--- config.mk ---
export PLATFORM = sky130hd
export DESIGN_NAME = sbp_port
export DESIGN_NICKNAME = d
export VERILOG_FILES = /design/src/pkg/sbp_pkg.sv /design/src/pkg/sbp_stream_if.sv /design/src/hw/sbp_arb.sv /design/src/hw/sbp_fifo.sv /design/src/hw/sbp_port.sv
export SDC_FILE = /design/constraint.sdc
export NUM_CORES = 1
export LEC_CHECK = 0
export ABC_CLOCK_PERIOD_IN_PS = 2700
export BUFFER_PORTS_ARGS = -buffer_cell sky130_fd_sc_hd__buf_4
export CAP_MARGIN = 15
export CORE_MARGIN = 4
export CORE_UTILIZATION = 49
export CTS_CLUSTER_DIAMETER = 30
export CTS_CLUSTER_SIZE = 12
export DETAILED_ROUTE_END_ITERATION = 12
export MAX_ROUTING_LAYER = met4
export PLACE_DENSITY = 0.85
export SYNTH_ARGS = -nofsm -noshare
export SYNTH_HDL_FRONTEND = slang
export SYNTH_SLANG_ARGS = --single-unit
--- constraint.sdc ---
create_clock -name mclk -period 2.7 [get_ports mclk]
set_input_delay 0.405 -clock mclk [delete_from_list [all_inputs] [get_ports mclk]]
set_output_delay 0.405 -clock mclk [all_outputs]
set_load 0.05 [all_outputs]
--- src/pkg/sbp_pkg.sv ---
// constants and types of the downstream bus port
package sbp_pkg;
  localparam int AD_W = 32;
  localparam int CBE_W = 4;
  localparam int BEAT_W = 8;
  localparam int FIFO_DEPTH = 4;
  localparam logic [3:0] CMD_MEM_READ = 4'h6;
  localparam logic [3:0] CMD_MEM_WRITE = 4'h7;
  // clock period and the master abort window
  localparam int CLK_PERIOD_NS = 100;
  localparam int DEVSEL_WAIT_CYC = 5;
  localparam logic [2:0] DEVSEL_WAIT = 3'h5;
  localparam logic [2:0] DEVSEL_ZERO = 3'h0;
  localparam logic [2:0] DEVSEL_ONE = 3'h1;
  // least idle time of the external grant, in bus clocks
  localparam logic [1:0] GRANT_GAP = 2'h2;
  localparam logic [1:0] GAP_ONE = 2'h1;
  localparam logic [1:0] GAP_ZERO = 2'h0;
  localparam logic [BEAT_W-1:0] BEAT_ONE = 8'h01;
  localparam logic [AD_W-1:0] AD_ZERO = 32'h0000_0000;
  localparam logic [CBE_W-1:0] CBE_ZERO = 4'h0;
  localparam int TGT_WIN_W = 12;
  localparam logic [AD_W-1:0] TGT_BASE = 32'h0001_0000;

  typedef enum logic [1:0] {
    I_IDLE = 2'b00,
    I_ADDR = 2'b01,
    I_DATA = 2'b11,
    I_TURN = 2'b10
  } sbp_init_t;

  typedef enum logic [1:0] {
    T_IDLE = 2'b00,
    T_WAIT = 2'b01,
    T_DATA = 2'b11,
    T_TURN = 2'b10
  } sbp_tgt_t;
endpackage

--- src/pkg/sbp_stream_if.sv ---
// valid/ready word stream between the port's own modules
`timescale 1ns/100ps
interface sbp_stream_if #(parameter int W = 32);
  logic valid;
  logic ready;
  logic [W-1:0] data;
  modport src (output valid, output data, input ready);
  modport snk (input valid, input data, output ready);
endinterface
--- src/hw/sbp_arb.sv ---
// grant logic for one external requester, internal side parks
`timescale 1ns/100ps
module sbp_arb (
  // clock and reset
  input wire logic mclk,
  input wire logic reset_n,
  input wire logic ce,
  // requests and bus state
  input wire logic extReq_n,
  input wire logic busIdle,
  input wire logic intWant,
  // grants
  output logic extGrant_n,
  output logic intGrant
);
  logic [1:0] gap;

  wire gapDone = (gap == sbp_pkg::GAP_ZERO);
  wire extOn = !extGrant_n;
  wire giveExt = !extOn && gapDone && !extReq_n && busIdle && !intWant;
  wire dropExt = extOn && (extReq_n || (intWant && busIdle));

  always_ff @(posedge mclk or negedge reset_n) begin
    if (!reset_n) begin
      extGrant_n <= 1'b1;
      intGrant <= 1'b1;
      gap <= sbp_pkg::GAP_ZERO;
    end else if (ce) begin
      if (dropExt) extGrant_n <= 1'b1;
      else if (giveExt) extGrant_n <= 1'b0;
      // gap counts the idle clocks still owed before a new grant
      if (dropExt) gap <= sbp_pkg::GRANT_GAP - sbp_pkg::GAP_ONE;
      else if (!gapDone) gap <= gap - sbp_pkg::GAP_ONE;
      intGrant <= !giveExt && (dropExt || extGrant_n);
    end
  end

  property p_grant_gap;
    @(posedge mclk) disable iff (!reset_n)
    $rose(extGrant_n) |-> extGrant_n [*2];
  endproperty
  a_grant_gap: assert property (p_grant_gap)
    else $error("external grant reasserted too soon");
endmodule

--- src/hw/sbp_fifo.sv ---
// small write-data fifo with registered full flag
`timescale 1ns/100ps
module sbp_fifo #(
  parameter int W = 32,
  parameter int D = 4
) (
  // clock and reset
  input wire logic mclk,
  input wire logic reset_n,
  input wire logic ce,
  // streams
  sbp_stream_if.snk inS,
  sbp_stream_if.src outS
);
  localparam int AW = $clog2(D);
  localparam int CW = $clog2(D + 1);
  localparam logic [CW-1:0] FULL_CNT = CW'(D);
  localparam logic [CW-1:0] CNT_ONE = CW'(1);
  localparam logic [AW-1:0] LAST_IDX = AW'(D - 1);

  logic [W-1:0] mem [D];
  logic [AW-1:0] wrPtr;
  logic [AW-1:0] rdPtr;
  logic [CW-1:0] count;
  logic notFull;

  wire push = inS.valid & notFull;
  wire pop = outS.valid & outS.ready;
  wire [CW-1:0] next_count = count + (push ? CNT_ONE : '0)
                             - (pop ? CNT_ONE : '0);

  assign inS.ready = notFull;
  assign outS.valid = (count != '0);
  assign outS.data = mem[rdPtr];

  function automatic logic [AW-1:0] bump(input logic [AW-1:0] p);
    bump = (p == LAST_IDX) ? '0 : p + AW'(1);
  endfunction

  always_ff @(posedge mclk) begin
    if (ce && push) begin
      mem[wrPtr] <= inS.data;
    end
  end

  always_ff @(posedge mclk or negedge reset_n) begin
    if (!reset_n) begin
      wrPtr <= '0;
      rdPtr <= '0;
      count <= '0;
      notFull <= 1'b1;
    end else if (ce) begin
      if (push) wrPtr <= bump(wrPtr);
      if (pop) rdPtr <= bump(rdPtr);
      count <= next_count;
      notFull <= (next_count != FULL_CNT);
    end
  end
endmodule

--- src/hw/sbp_port.sv ---
// downstream bus port: initiator, read target, parking and reset drive
`timescale 1ns/100ps
module sbp_port #(
  parameter int BEAT_W = sbp_pkg::BEAT_W,
  parameter int FIFO_DEPTH = sbp_pkg::FIFO_DEPTH
) (
  // clock, reset, enable
  input wire logic mclk,
  input wire logic reset_n,
  input wire logic ce,
  input wire logic softReset,
  // initiator request
  input wire logic reqValid,
  input wire logic reqWrite,
  input wire logic [31:0] reqAddr,
  input wire logic [BEAT_W-1:0] reqBeats,
  input wire logic [3:0] reqByteEn,
  output logic reqAck,
  output logic doneValid,
  output logic doneAbort,
  // write data in, read data out
  input wire logic wrValid,
  input wire logic [31:0] wrData,
  output logic wrReady,
  output logic rdValid,
  output logic [31:0] rdData,
  // target read data
  input wire logic [31:0] tgtData,
  output logic tgtBeat,
  output logic parErr,
  // bus pins
  input wire logic [31:0] downAddrDataIn,
  output logic [31:0] downAddrDataOut,
  output logic downAddrDataOe,
  input wire logic [3:0] downCmdByteEnIn,
  output logic [3:0] downCmdByteEnOut,
  output logic downCmdByteEnOe,
  input wire logic downParityIn,
  output logic downParityOut,
  output logic downParityOe,
  input wire logic downFrameIn_n,
  output logic downFrameOut_n,
  output logic downFrameOe,
  input wire logic downInitiatorReadyIn_n,
  output logic downInitiatorReadyOut_n,
  output logic downInitiatorReadyOe,
  input wire logic downTargetReadyIn_n,
  output logic downTargetReadyOut_n,
  output logic downTargetReadyOe,
  input wire logic downTargetSelectIn_n,
  output logic downTargetSelectOut_n,
  output logic downTargetSelectOe,
  // arbitration and reset out
  input wire logic extReq_n,
  output logic extGrant_n,
  output logic downReset_n
);
  sbp_pkg::sbp_init_t stI, next_stI;
  sbp_pkg::sbp_tgt_t stT, next_stT;
  logic isWr;
  logic [3:0] byteEn;
  logic [BEAT_W-1:0] beats;
  logic [2:0] devCnt;
  logic sawDev;
  logic frameInPrev;
  logic chkPend;
  logic chkSum;
  logic intGrant;

  sbp_stream_if #(.W(sbp_pkg::AD_W)) wrIn ();
  sbp_stream_if #(.W(sbp_pkg::AD_W)) wrOut ();

  assign wrIn.valid = wrValid;
  assign wrIn.data = wrData;
  assign wrReady = wrIn.ready;

  sbp_fifo #(.W(sbp_pkg::AD_W), .D(FIFO_DEPTH)) u_fifo (
    .mclk(mclk),
    .reset_n(reset_n),
    .ce(ce),
    .inS(wrIn),
    .outS(wrOut)
  );

  // bus state seen on the pins
  wire busIdle = downFrameIn_n & downInitiatorReadyIn_n;
  wire rstOut = !downReset_n;
  wire frameLow = downFrameOe && !downFrameOut_n;
  wire irdyLow = (stI == sbp_pkg::I_DATA) && !downInitiatorReadyOut_n;
  wire lastBeat = (beats == sbp_pkg::BEAT_ONE);
  wire canData = !isWr || wrOut.valid;
  wire intWant = reqValid || (stI != sbp_pkg::I_IDLE);
  wire allIdle = (stI == sbp_pkg::I_IDLE) && (stT == sbp_pkg::T_IDLE);

  // initiator decode
  wire startI = allIdle && intGrant && busIdle && reqValid && !rstOut;
  wire xferI = irdyLow && !downTargetReadyIn_n;
  wire timeout = (stI == sbp_pkg::I_DATA) && !sawDev
                 && downTargetSelectIn_n
                 && (devCnt == sbp_pkg::DEVSEL_WAIT);
  wire irdyOn = ((stI == sbp_pkg::I_ADDR)
                || ((stI == sbp_pkg::I_DATA) && downInitiatorReadyOut_n))
                && canData && !timeout;
  wire next_irdyLow = irdyOn || (irdyLow && !xferI && !timeout);
  wire endI = (xferI && lastBeat) || timeout;
  wire loadW = isWr && irdyOn;
  wire park = allIdle && intGrant && busIdle && !startI;

  // target decode: memory read into our window
  wire hit = (downAddrDataIn[31:sbp_pkg::TGT_WIN_W]
             == sbp_pkg::TGT_BASE[31:sbp_pkg::TGT_WIN_W]);
  wire claim = allIdle && !rstOut && frameInPrev && !downFrameIn_n
               && hit && (downCmdByteEnIn == sbp_pkg::CMD_MEM_READ);
  wire xferT = (stT == sbp_pkg::T_DATA) && !downTargetReadyOut_n
               && !downInitiatorReadyIn_n;
  wire endT = xferT && downFrameIn_n;
  wire tgtDrive = claim || (stT == sbp_pkg::T_WAIT)
                  || (stT == sbp_pkg::T_DATA);

  // next pin values
  wire initAd = startI || (isWr && ((stI == sbp_pkg::I_ADDR)
                || ((stI == sbp_pkg::I_DATA) && !endI)));
  wire tgtAd = (stT == sbp_pkg::T_WAIT)
               || ((stT == sbp_pkg::T_DATA) && !endT);
  wire next_adOe = rstOut || initAd || tgtAd || park;
  wire initOn = (stI == sbp_pkg::I_ADDR) || (stI == sbp_pkg::I_DATA);
  wire next_cbeOe = rstOut || startI || park
                    || (stI == sbp_pkg::I_ADDR)
                    || ((stI == sbp_pkg::I_DATA) && !endI);
  wire [31:0] next_ad = rstOut ? sbp_pkg::AD_ZERO
                      : startI ? reqAddr
                      : loadW ? wrOut.data
                      : (stT == sbp_pkg::T_WAIT) ? tgtData
                      : downAddrDataOut;
  wire [3:0] next_cbe = rstOut ? sbp_pkg::CBE_ZERO
                      : startI ? (reqWrite ? sbp_pkg::CMD_MEM_WRITE
                                           : sbp_pkg::CMD_MEM_READ)
                      : (stI == sbp_pkg::I_ADDR) ? byteEn
                      : downCmdByteEnOut;
  wire next_frameLow = !rstOut && (startI || (frameLow
                       && !(next_irdyLow && lastBeat) && !timeout));
  wire next_trdyLow = (stT == sbp_pkg::T_WAIT)
                      || ((stT == sbp_pkg::T_DATA) && !xferT);
  wire next_selLow = claim || (stT == sbp_pkg::T_WAIT)
                     || ((stT == sbp_pkg::T_DATA) && !endT);

  always_comb begin
    next_stI = stI;
    unique case (stI)
      sbp_pkg::I_IDLE: if (startI) next_stI = sbp_pkg::I_ADDR;
      sbp_pkg::I_ADDR: next_stI = sbp_pkg::I_DATA;
      sbp_pkg::I_DATA: if (endI) next_stI = sbp_pkg::I_TURN;
      sbp_pkg::I_TURN: next_stI = sbp_pkg::I_IDLE;
    endcase
    if (rstOut) next_stI = sbp_pkg::I_IDLE;
  end

  always_comb begin
    next_stT = stT;
    unique case (stT)
      sbp_pkg::T_IDLE: if (claim) next_stT = sbp_pkg::T_WAIT;
      sbp_pkg::T_WAIT: next_stT = sbp_pkg::T_DATA;
      sbp_pkg::T_DATA: begin
        if (endT) next_stT = sbp_pkg::T_TURN;
        else if (xferT) next_stT = sbp_pkg::T_WAIT;
      end
      sbp_pkg::T_TURN: next_stT = sbp_pkg::T_IDLE;
    endcase
    if (rstOut) next_stT = sbp_pkg::T_IDLE;
  end

  assign wrOut.ready = xferI && isWr;

  sbp_arb u_arb (
    .mclk(mclk),
    .reset_n(reset_n),
    .ce(ce),
    .extReq_n(extReq_n),
    .busIdle(busIdle),
    .intWant(intWant),
    .extGrant_n(extGrant_n),
    .intGrant(intGrant)
  );

  // states and transaction bookkeeping
  always_ff @(posedge mclk or negedge reset_n) begin
    if (!reset_n) begin
      stI <= sbp_pkg::I_IDLE;
      stT <= sbp_pkg::T_IDLE;
      isWr <= 1'b0;
      byteEn <= sbp_pkg::CBE_ZERO;
      beats <= '0;
      frameInPrev <= 1'b1;
      downReset_n <= 1'b0;
    end else if (ce) begin
      stI <= next_stI;
      stT <= next_stT;
      frameInPrev <= downFrameIn_n;
      downReset_n <= !softReset;
      if (startI) begin
        isWr <= reqWrite;
        byteEn <= reqByteEn;
        beats <= reqBeats;
      end else if (xferI) begin
        beats <= beats - sbp_pkg::BEAT_ONE;
      end
    end
  end

  // select watchdog runs from the frame edge
  always_ff @(posedge mclk or negedge reset_n) begin
    if (!reset_n) begin
      devCnt <= sbp_pkg::DEVSEL_ZERO;
      sawDev <= 1'b0;
    end else if (ce) begin
      if (startI) begin
        devCnt <= sbp_pkg::DEVSEL_ZERO;
        sawDev <= 1'b0;
      end else if (initOn) begin
        if (devCnt != sbp_pkg::DEVSEL_WAIT)
          devCnt <= devCnt + sbp_pkg::DEVSEL_ONE;
        sawDev <= sawDev | !downTargetSelectIn_n;
      end
    end
  end

  // pins; reset values match the reset-out drive
  always_ff @(posedge mclk or negedge reset_n) begin
    if (!reset_n) begin
      downAddrDataOut <= sbp_pkg::AD_ZERO;
      downAddrDataOe <= 1'b1;
      downCmdByteEnOut <= sbp_pkg::CBE_ZERO;
      downCmdByteEnOe <= 1'b1;
      downParityOut <= 1'b0;
      downParityOe <= 1'b1;
      downFrameOut_n <= 1'b1;
      downFrameOe <= 1'b0;
      downInitiatorReadyOut_n <= 1'b1;
      downInitiatorReadyOe <= 1'b0;
      downTargetReadyOut_n <= 1'b1;
      downTargetReadyOe <= 1'b0;
      downTargetSelectOut_n <= 1'b1;
      downTargetSelectOe <= 1'b0;
    end else if (ce) begin
      downAddrDataOut <= next_ad;
      downAddrDataOe <= next_adOe;
      downCmdByteEnOut <= next_cbe;
      downCmdByteEnOe <= next_cbeOe;
      // parity trails its word by one clock, and so does its release
      // command lines are read back from the bus: as a read target the
      // initiator owns them while we own the data lines
      downParityOut <= ^{downAddrDataOut, downCmdByteEnIn};
      downParityOe <= downAddrDataOe;
      downFrameOut_n <= !next_frameLow;
      downFrameOe <= !rstOut && (startI || initOn);
      downInitiatorReadyOut_n <= !next_irdyLow;
      downInitiatorReadyOe <= !rstOut && initOn;
      downTargetReadyOut_n <= !next_trdyLow;
      downTargetReadyOe <= !rstOut && tgtDrive;
      downTargetSelectOut_n <= !next_selLow;
      downTargetSelectOe <= !rstOut && tgtDrive;
    end
  end

  // user side results and parity check of received words
  always_ff @(posedge mclk or negedge reset_n) begin
    if (!reset_n) begin
      reqAck <= 1'b0;
      doneValid <= 1'b0;
      doneAbort <= 1'b0;
      rdValid <= 1'b0;
      rdData <= sbp_pkg::AD_ZERO;
      tgtBeat <= 1'b0;
      chkPend <= 1'b0;
      chkSum <= 1'b0;
      parErr <= 1'b0;
    end else if (ce) begin
      reqAck <= startI;
      doneValid <= (stI == sbp_pkg::I_DATA) && endI;
      doneAbort <= timeout;
      rdValid <= xferI && !isWr;
      if (xferI && !isWr) rdData <= downAddrDataIn;
      tgtBeat <= xferT;
      // parity of a read word or a claimed address comes a clock later
      chkPend <= (xferI && !isWr) || claim;
      chkSum <= ^{downAddrDataIn, downCmdByteEnIn};
      parErr <= chkPend && (chkSum != downParityIn);
    end
  end

  property p_addr_phase;
    @(posedge mclk) disable iff (!reset_n || !ce)
    (stI == sbp_pkg::I_ADDR) |-> downAddrDataOe && !downFrameOut_n
      && downFrameOe && downAddrDataOut == $past(reqAddr)
      && downCmdByteEnOut == (isWr ? sbp_pkg::CMD_MEM_WRITE
                                   : sbp_pkg::CMD_MEM_READ);
  endproperty
  a_addr_phase: assert property (p_addr_phase)
    else $error("address phase not driven with frame");

  property p_read_capture;
    @(posedge mclk) disable iff (!reset_n || !ce)
    (xferI && !isWr) |=> rdValid && rdData == $past(downAddrDataIn);
  endproperty
  a_read_capture: assert property (p_read_capture)
    else $error("read word not captured on transfer");

  property p_write_stable;
    @(posedge mclk) disable iff (!reset_n || !ce)
    (irdyLow && isWr && downTargetReadyIn_n && !timeout)
      |=> $stable(downAddrDataOut) && !downInitiatorReadyOut_n;
  endproperty
  a_write_stable: assert property (p_write_stable)
    else $error("write data or ready moved in a wait state");

  property p_park;
    @(posedge mclk) disable iff (!reset_n || !ce)
    park ##1 ce |-> downAddrDataOe && downCmdByteEnOe ##1 downParityOe;
  endproperty
  a_park: assert property (p_park)
    else $error("parked bus left floating");

  property p_byte_en;
    @(posedge mclk) disable iff (!reset_n || !ce)
    (stI == sbp_pkg::I_DATA && downCmdByteEnOe) |-> downCmdByteEnOut == byteEn;
  endproperty
  a_byte_en: assert property (p_byte_en)
    else $error("byte enables wrong in data phase");

  property p_parity;
    @(posedge mclk) disable iff (!reset_n || !ce)
    ($past(ce) && downParityOe) |-> downParityOut
      == ^{$past(downAddrDataOut), $past(downCmdByteEnIn)};
  endproperty
  a_parity: assert property (p_parity)
    else $error("parity not even over the previous word");

  property p_par_release;
    @(posedge mclk) disable iff (!reset_n || !ce)
    $fell(downAddrDataOe) |-> downParityOe ##1 !downParityOe;
  endproperty
  a_par_release: assert property (p_par_release)
    else $error("parity not released one clock after data lines");

  property p_frame_last;
    @(posedge mclk) disable iff (!reset_n || !ce)
    ($rose(downFrameOut_n) && downFrameOe && !rstOut && !doneAbort
      && !$past(timeout)) |-> !downInitiatorReadyOut_n;
  endproperty
  a_frame_last: assert property (p_frame_last)
    else $error("frame released without final ready");

  property p_release_high;
    @(posedge mclk) disable iff (!reset_n || !ce || rstOut)
    ($fell(downInitiatorReadyOe) |-> $past(downInitiatorReadyOut_n))
      and ($fell(downTargetReadyOe) |-> $past(downTargetReadyOut_n))
      and ($fell(downFrameOe) |-> $past(downFrameOut_n));
  endproperty
  a_release_high: assert property (p_release_high)
    else $error("control released while asserted");

  property p_trdy_hold;
    @(posedge mclk) disable iff (!reset_n || !ce || rstOut)
    (stT == sbp_pkg::T_DATA && !xferT) |=> !downTargetReadyOut_n;
  endproperty
  a_trdy_hold: assert property (p_trdy_hold)
    else $error("target ready dropped inside a data phase");

  property p_abort;
    @(posedge mclk) disable iff (!reset_n || !ce)
    timeout |=> stI == sbp_pkg::I_TURN && doneAbort && doneValid
      && downFrameOut_n && downInitiatorReadyOut_n;
  endproperty
  a_abort: assert property (p_abort)
    else $error("master abort not taken");

  property p_reset_drive;
    @(posedge mclk) disable iff (!reset_n)
    (rstOut && $past(rstOut) && $past(rstOut, 2)) |->
      !downFrameOe && !downInitiatorReadyOe && !downTargetReadyOe
      && downAddrDataOut == sbp_pkg::AD_ZERO && !downParityOut
      && downCmdByteEnOut == sbp_pkg::CBE_ZERO && downParityOe;
  endproperty
  a_reset_drive: assert property (p_reset_drive)
    else $error("reset out drive wrong");
endmodule

# ---- Word level (Yosys, flattened, before mapping)
# Memories as Yosys holds them, arrays and structs flattened.
# Index checks and enable logic that the tools add are counted.
dict set report classes {
  add_sub_neg 7
  eq_ne 22
  n_mux 34
  bitwise 4
  n_reduce_logical 125
}
# op n
set op_table {}
lappend op_table {{32-bit 2-to-1 mux} 4}
lappend op_table {{36-bit XOR reduction} 2}
lappend op_table {{1-bit logical AND} 50}
lappend op_table {{1-bit logical NOT} 26}
lappend op_table {{1-bit logical OR} 25}
lappend op_table {{2-bit 2-to-1 mux} 11}
lappend op_table {{20-bit by 5-bit == test with 1-bit output (second input constant)} 1}
lappend op_table {{2-bit AND reduction} 10}
lappend op_table {{8-bit 2-to-1 mux} 2}
lappend op_table {{2-bit one-hot mux with 4 select lines} 2}
lappend op_table {{3-bit != test (second input constant)} 5}
lappend op_table {{2-bit == test (second input constant)} 6}
lappend op_table {{4-bit 2-to-1 mux} 3}
lappend op_table {{2-bit nonzero test} 5}
lappend op_table {{1-bit 2-to-1 mux} 9}
lappend op_table {{3-bit 2-to-1 mux} 3}
lappend op_table {{3-bit AND reduction} 3}
lappend op_table {{8-bit by 1-bit == test with 1-bit output (second input constant)} 1}
lappend op_table {{8-bit by 1-bit subtractor with 8-bit output (second input constant)} 1}
lappend op_table {{2-bit logical NOT} 3}
lappend op_table {{2-bit by 1-bit adder with 2-bit output (second input constant)} 2}
lappend op_table {{2-bit by 1-bit == test with 1-bit output (second input constant)} 2}
lappend op_table {{4-bit by 3-bit == test with 1-bit output (second input constant)} 1}
lappend op_table {{4-bit by 1-bit != test with 1-bit output (second input constant)} 1}
lappend op_table {{12 further kinds} 14}
dict set report totals {
  ff_bits 122
  ram_bits 128
  n_memories 1
}
# memory words word_bits read_ports rd_ports_with_merged_regs wr line_no
set memory_table {}
lappend memory_table {u_fifo.mem 4 32 1 0 1 sbp_fifo.sv:21} ;# logic [W-1:0] mem [D];

# ---- Logic depth before layout (Yosys ltp)
dict set report logic_depth {
  depth_word 14
  depth_mapped 11
}

# ---- By module
# From an unflattened synthesis, not the netlist that was laid out.
dict set report unflattened {
  cells_unflattened 862
  hier_area_um2 11407.2
}
# mod n_inst cells_per_inst area_per_inst_um2
set modules_own_cells {}
lappend modules_own_cells {sbp_port 1 621 6007.0}
lappend modules_own_cells {sbp_fifo 1 218 5171.2}
lappend modules_own_cells {sbp_arb 1 23 229.0}

# ---- Worst setup path after synthesis
# Ideal clock, no wire load.
dict set report synth_timing {
  kind {flip-flop to flip-flop}
  start {reg downInitiatorReadyOut_n}
  end {reg u_fifo.notFull, in the netlist u_fifo.inS.ready}
  arrival_time_ps 2416
  required_ps 2617
  path_slack_ps 201
  stages_incl_launch_ff 11
  path_buffers 0
  period_less_slack_ps 2499
  path_cell_list {dfstp_2 > or3b_4 > nor2_1 > ha_1 > inv_1 > ha_1 > inv_1 > fa_1 > xor2_1 > xnor2_1 > o32a_1}
}
dict set report synth_via {
  elab_chain_len 8
}
# element line_no
set synth_lines {}
lappend synth_lines {{start, declared} sbp_port.sv:45} ;# output logic downInitiatorReadyOut_n,
lappend synth_lines {{start signal, assigned} sbp_port.sv:256} ;# downInitiatorReadyOut_n <= !next_irdyLow;
lappend synth_lines {{1-bit logical NOT} sbp_port.sv:89} ;# wire irdyLow = (stI == sbp_pkg::I_DATA) && !downInitiatorReadyOut_n;
lappend synth_lines {{1-bit logical AND} sbp_port.sv:89}
lappend synth_lines {{1-bit logical AND} sbp_port.sv:97} ;# wire xferI = irdyLow && !downTargetReadyIn_n;
lappend synth_lines {{1-bit logical AND} sbp_port.sv:172} ;# assign wrOut.ready = xferI && isWr;
lappend synth_lines {{1-bit AND} sbp_fifo.sv:28} ;# wire pop = outS.valid & outS.ready;
lappend synth_lines {{1-bit 2-to-1 mux} sbp_fifo.sv:30} ;# - (pop ? CNT_ONE : '0);
lappend synth_lines {{3-bit subtractor} sbp_fifo.sv:30}
lappend synth_lines {{3-bit != test} sbp_fifo.sv:56} ;# notFull <= (next_count != FULL_CNT);
lappend synth_lines {{end signal, assigned} sbp_fifo.sv:56}
lappend synth_lines {{end, declared} sbp_fifo.sv:25} ;# logic notFull;
# Every way passes these cells.
# A chain may end at the register's enable or synchronous reset.

# ---- Worst setup path in the final report
# Ends and elaborated chain as after synthesis.

==> results_dict.tcl <==
set metrics [dict create \
    ys_ff_latch 250 \
    vias 8225 \
    synthArstFlopShare_pct 48.8 \
    nets 1361 \
    arrival_ps 2940 \
    hp-start "wrData[13]" \
    fin_setup_tns_ps 0 \
    clk_latency_ps 540 \
    cp-startpoint "downInitiatorReadyOut_n" \
    start_util_pct 50.1 \
    cts_setup_buffers 0 \
    clkTransAtPathRegs_ps 50 \
    synth-main-ff-cell "edfxtp_1" \
    layout-drive-gt1-share_pct 37.0 \
    postSynthAreaPerCell_um2 12.7 \
    final_cells 1506 \
    final-max-slew-violation-count 0 \
    via_per_inst 5.46 \
    synthToLayoutAreaGrowth_pct 35.7 \
    htree_levels 2 \
    worstPathRequired_ps 3140 \
    synthTopCellsByCount "151 x nand2_1, 128 x edfxtp_1, 111 x dfrtp_1" \
    grt_pass1_vias 8580 \
    drtIter0Drc 588 \
    crit_type "reg2reg" \
    status "finished, final reports clean" \
    final.min_clock_period_ps 2500 \
    hold_viol_final 0 \
    leakage_nw 6.69 \
    syn-num-nets 1080 \
    setup_viol 0 \
    cp-start-kind "flop" \
    synth_area_leader_cell "edfxtp_1" \
    max_cap_violations 0 \
    utilization_pct 67.9 \
    clockRootBuffer "clkbuf_16" \
    rsz0062_at_grt "no" \
    core_area_um2 22700 \
    synthTopCellsByArea "edfxtp_1 34%, dfrtp_1 24%, mux4_2 6.3%" \
    min_path_type "in2reg" \
    clock.fmax_mhz 400 \
    yosysSeqAreaShare_pct 60.8 \
    dr.pass1.iters 5 \
    synthMostInstantiatedCell "nand2_1" \
    placement.io_buffers 245 \
    routed_wl_um 29600 \
    cts_tree "done" \
    p_per_area_nw_per_um2 924 \
    stdcell_area_um2 15400 \
    netlist_instances 898 \
    crit_path_max_fanout 4 \
    fp.dieW_um 160 \
    netlist.area_leader.share_pct 33.8 \
    num_rows 55 \
    clock_sinks 250 \
    wire_per_inst_um 19.7 \
    synth-edff-count 128 \
    top_level_ports 246 \
    regToRegSetupSlack_ps 200 \
    crit_path_max_incr_delay_ps 420 \
    ir_drop_uv 610 \
    die_area_um2 25700 \
    antenna_found_initial 0 \
    place_inst 1410 \
    fin_worst_skew_ps 24.7 \
    dpl_cell_area_um2 13600 \
    grt_start_max_net_pins 73 \
    yosysUniqueCellTypes 57 \
    fin_crit_sh_pct 92.7 \
    worstPathCellList "or3b_4 > nor2_1 > ha_1 > inv_1 > ha_1 > inv_1 > fa_1 > xor2_1 > xnor2_1 > o32a_1" \
    cpMaxStageDelayCell "or3b_4" \
    rr_startpoint "downInitiatorReadyOut_n" \
    ant_nets 0 \
    hpwlAfterDp_um 20100 \
    cts_made_buffers 51 \
    drc 0 \
    synth-warning-count 0 \
    diodes 0 \
    critPathCaptureType "flop" \
    netlist_area_um2 11400 \
    clk_path_buf_depth 3 \
    holdWs_ps 68.6 \
    grt_pass1_wl_um 47000 \
    die_h_um 160 \
    relSlewSlack_pct 54.2 \
    gr-total-overflow 0 \
    grt_usage_pct 23.5 \
    gp_congestion 0.890 \
    worst_pin_slew_ps 687 \
]
[report_power, final]
group | total (mW) | switching, mW | internal [mW]
logic | 2.83 | 1.66 | 1.17
clock network | 6.53 | 1.96 | 4.57
registers | 4.89 | 0.327 | 4.56
[cell usage in the layout (no fill, tap or decap), types with 5 or more instances in the layout]
cell type     n
o21ai_0      91
dfstp_2      11
and3_1       36
nand3_1       9
xnor2_1      50
nor2_1       23
o2bb2ai_1     5
clkbuf_16    53
xor2_1        8
mux2_2       38
nor3_1        5
o21ai_1      11
clkinv_2      5
buf_4       269
ha_1         24
dfrtp_1     110
clkinvlp_4   10
clkbuf_8      5
edfxtp_1    128
mux4_2       32
nand2_1     151
a21oi_1      18
inv_1        41
and2_1        6
bufinv_16     9
clkbuf_1     11
[worst max-delay path: cells and delay by family, from the launching register on]
kind | cells | cell delay (ps)
xor gates and xnor gates | 2 | 300
DFF | 1 | 370
buffers and inverters | 2 | 110
adders and majority gates | 3 | 770
AOI/OAI and AO/OA | 1 | 330
and+or+nand+nor | 2 | 560
[cell type report]
class / count / area [um2]
clock inverters: 26 / 388
fillers: 1590 / 7280
inverters: 41 / 154
flip-flops and latches: 250 / 6910
well taps: 285 / 357
repair buffers: 274 / 2100
clock buffers: 69 / 1440
multi-input cells: 561 / 4080
[registers in the layout, summed over array words and instances (netlist names), 2 cells and up]
name	count
u_fifo.mem	128
downAddrDataOut	32
rdData	32
beats	8
byteEn	4
downCmdByteEnOut	4
devCnt	3
u_fifo.count	3
stI	2
stT	2
u_arb.gap	2
u_fifo.rdPtr	2
u_fifo.wrPtr	2
[metrics by stage]
step	worst slack [ps]	power, mW
2_1_floorplan	201	6.76
3_3_place_gp	100	7.68
3_5_place_dp	52.6	7.77
4_1_cts	53.0	14.4
5_1_grt	25.7	14.9
6_report	197	14.3
[path summary, 6_finish.rpt]
| check | endpoint | cells after the start |
|---|---|---|
| worst max-delay path | u_fifo.inS.ready | 10 |
| max in group asynchronous | downParityOe | 3 |
| worst min register to register | reqAck | 1 |
| worst max register to register | u_fifo.inS.ready | 10 |
| worst min-delay path | u_fifo.mem[2][13] | 1 |
| min in group asynchronous | beats[6] | 2 |
[logic make-up after synthesis]
group,after synthesis,synth area share [%]
AOI/OAI and AO/OA,151,7.52
xor gates and xnor gates,59,4.67
adders and majority gates,25,2.82
buffers and inverters,87,3.39
DFF,250,60.8
muxes,70,10.1
and+or+nand+nor,256,10.7
[layer usage]
metal	global-route usage (%)	wire, um
met5	-	0
met4	6.53	671
met3	5.16	1920
met2	40.6	15600
met1	28.1	11500
[repair_timing]
item	CTS	global route
gates resized for setup	0	1
hold buffers	1	0
endpoints found under the setup margin	0	1
hold endpoints to repair	61	0
No activity file was read; power rests on OpenSTA's default activity.
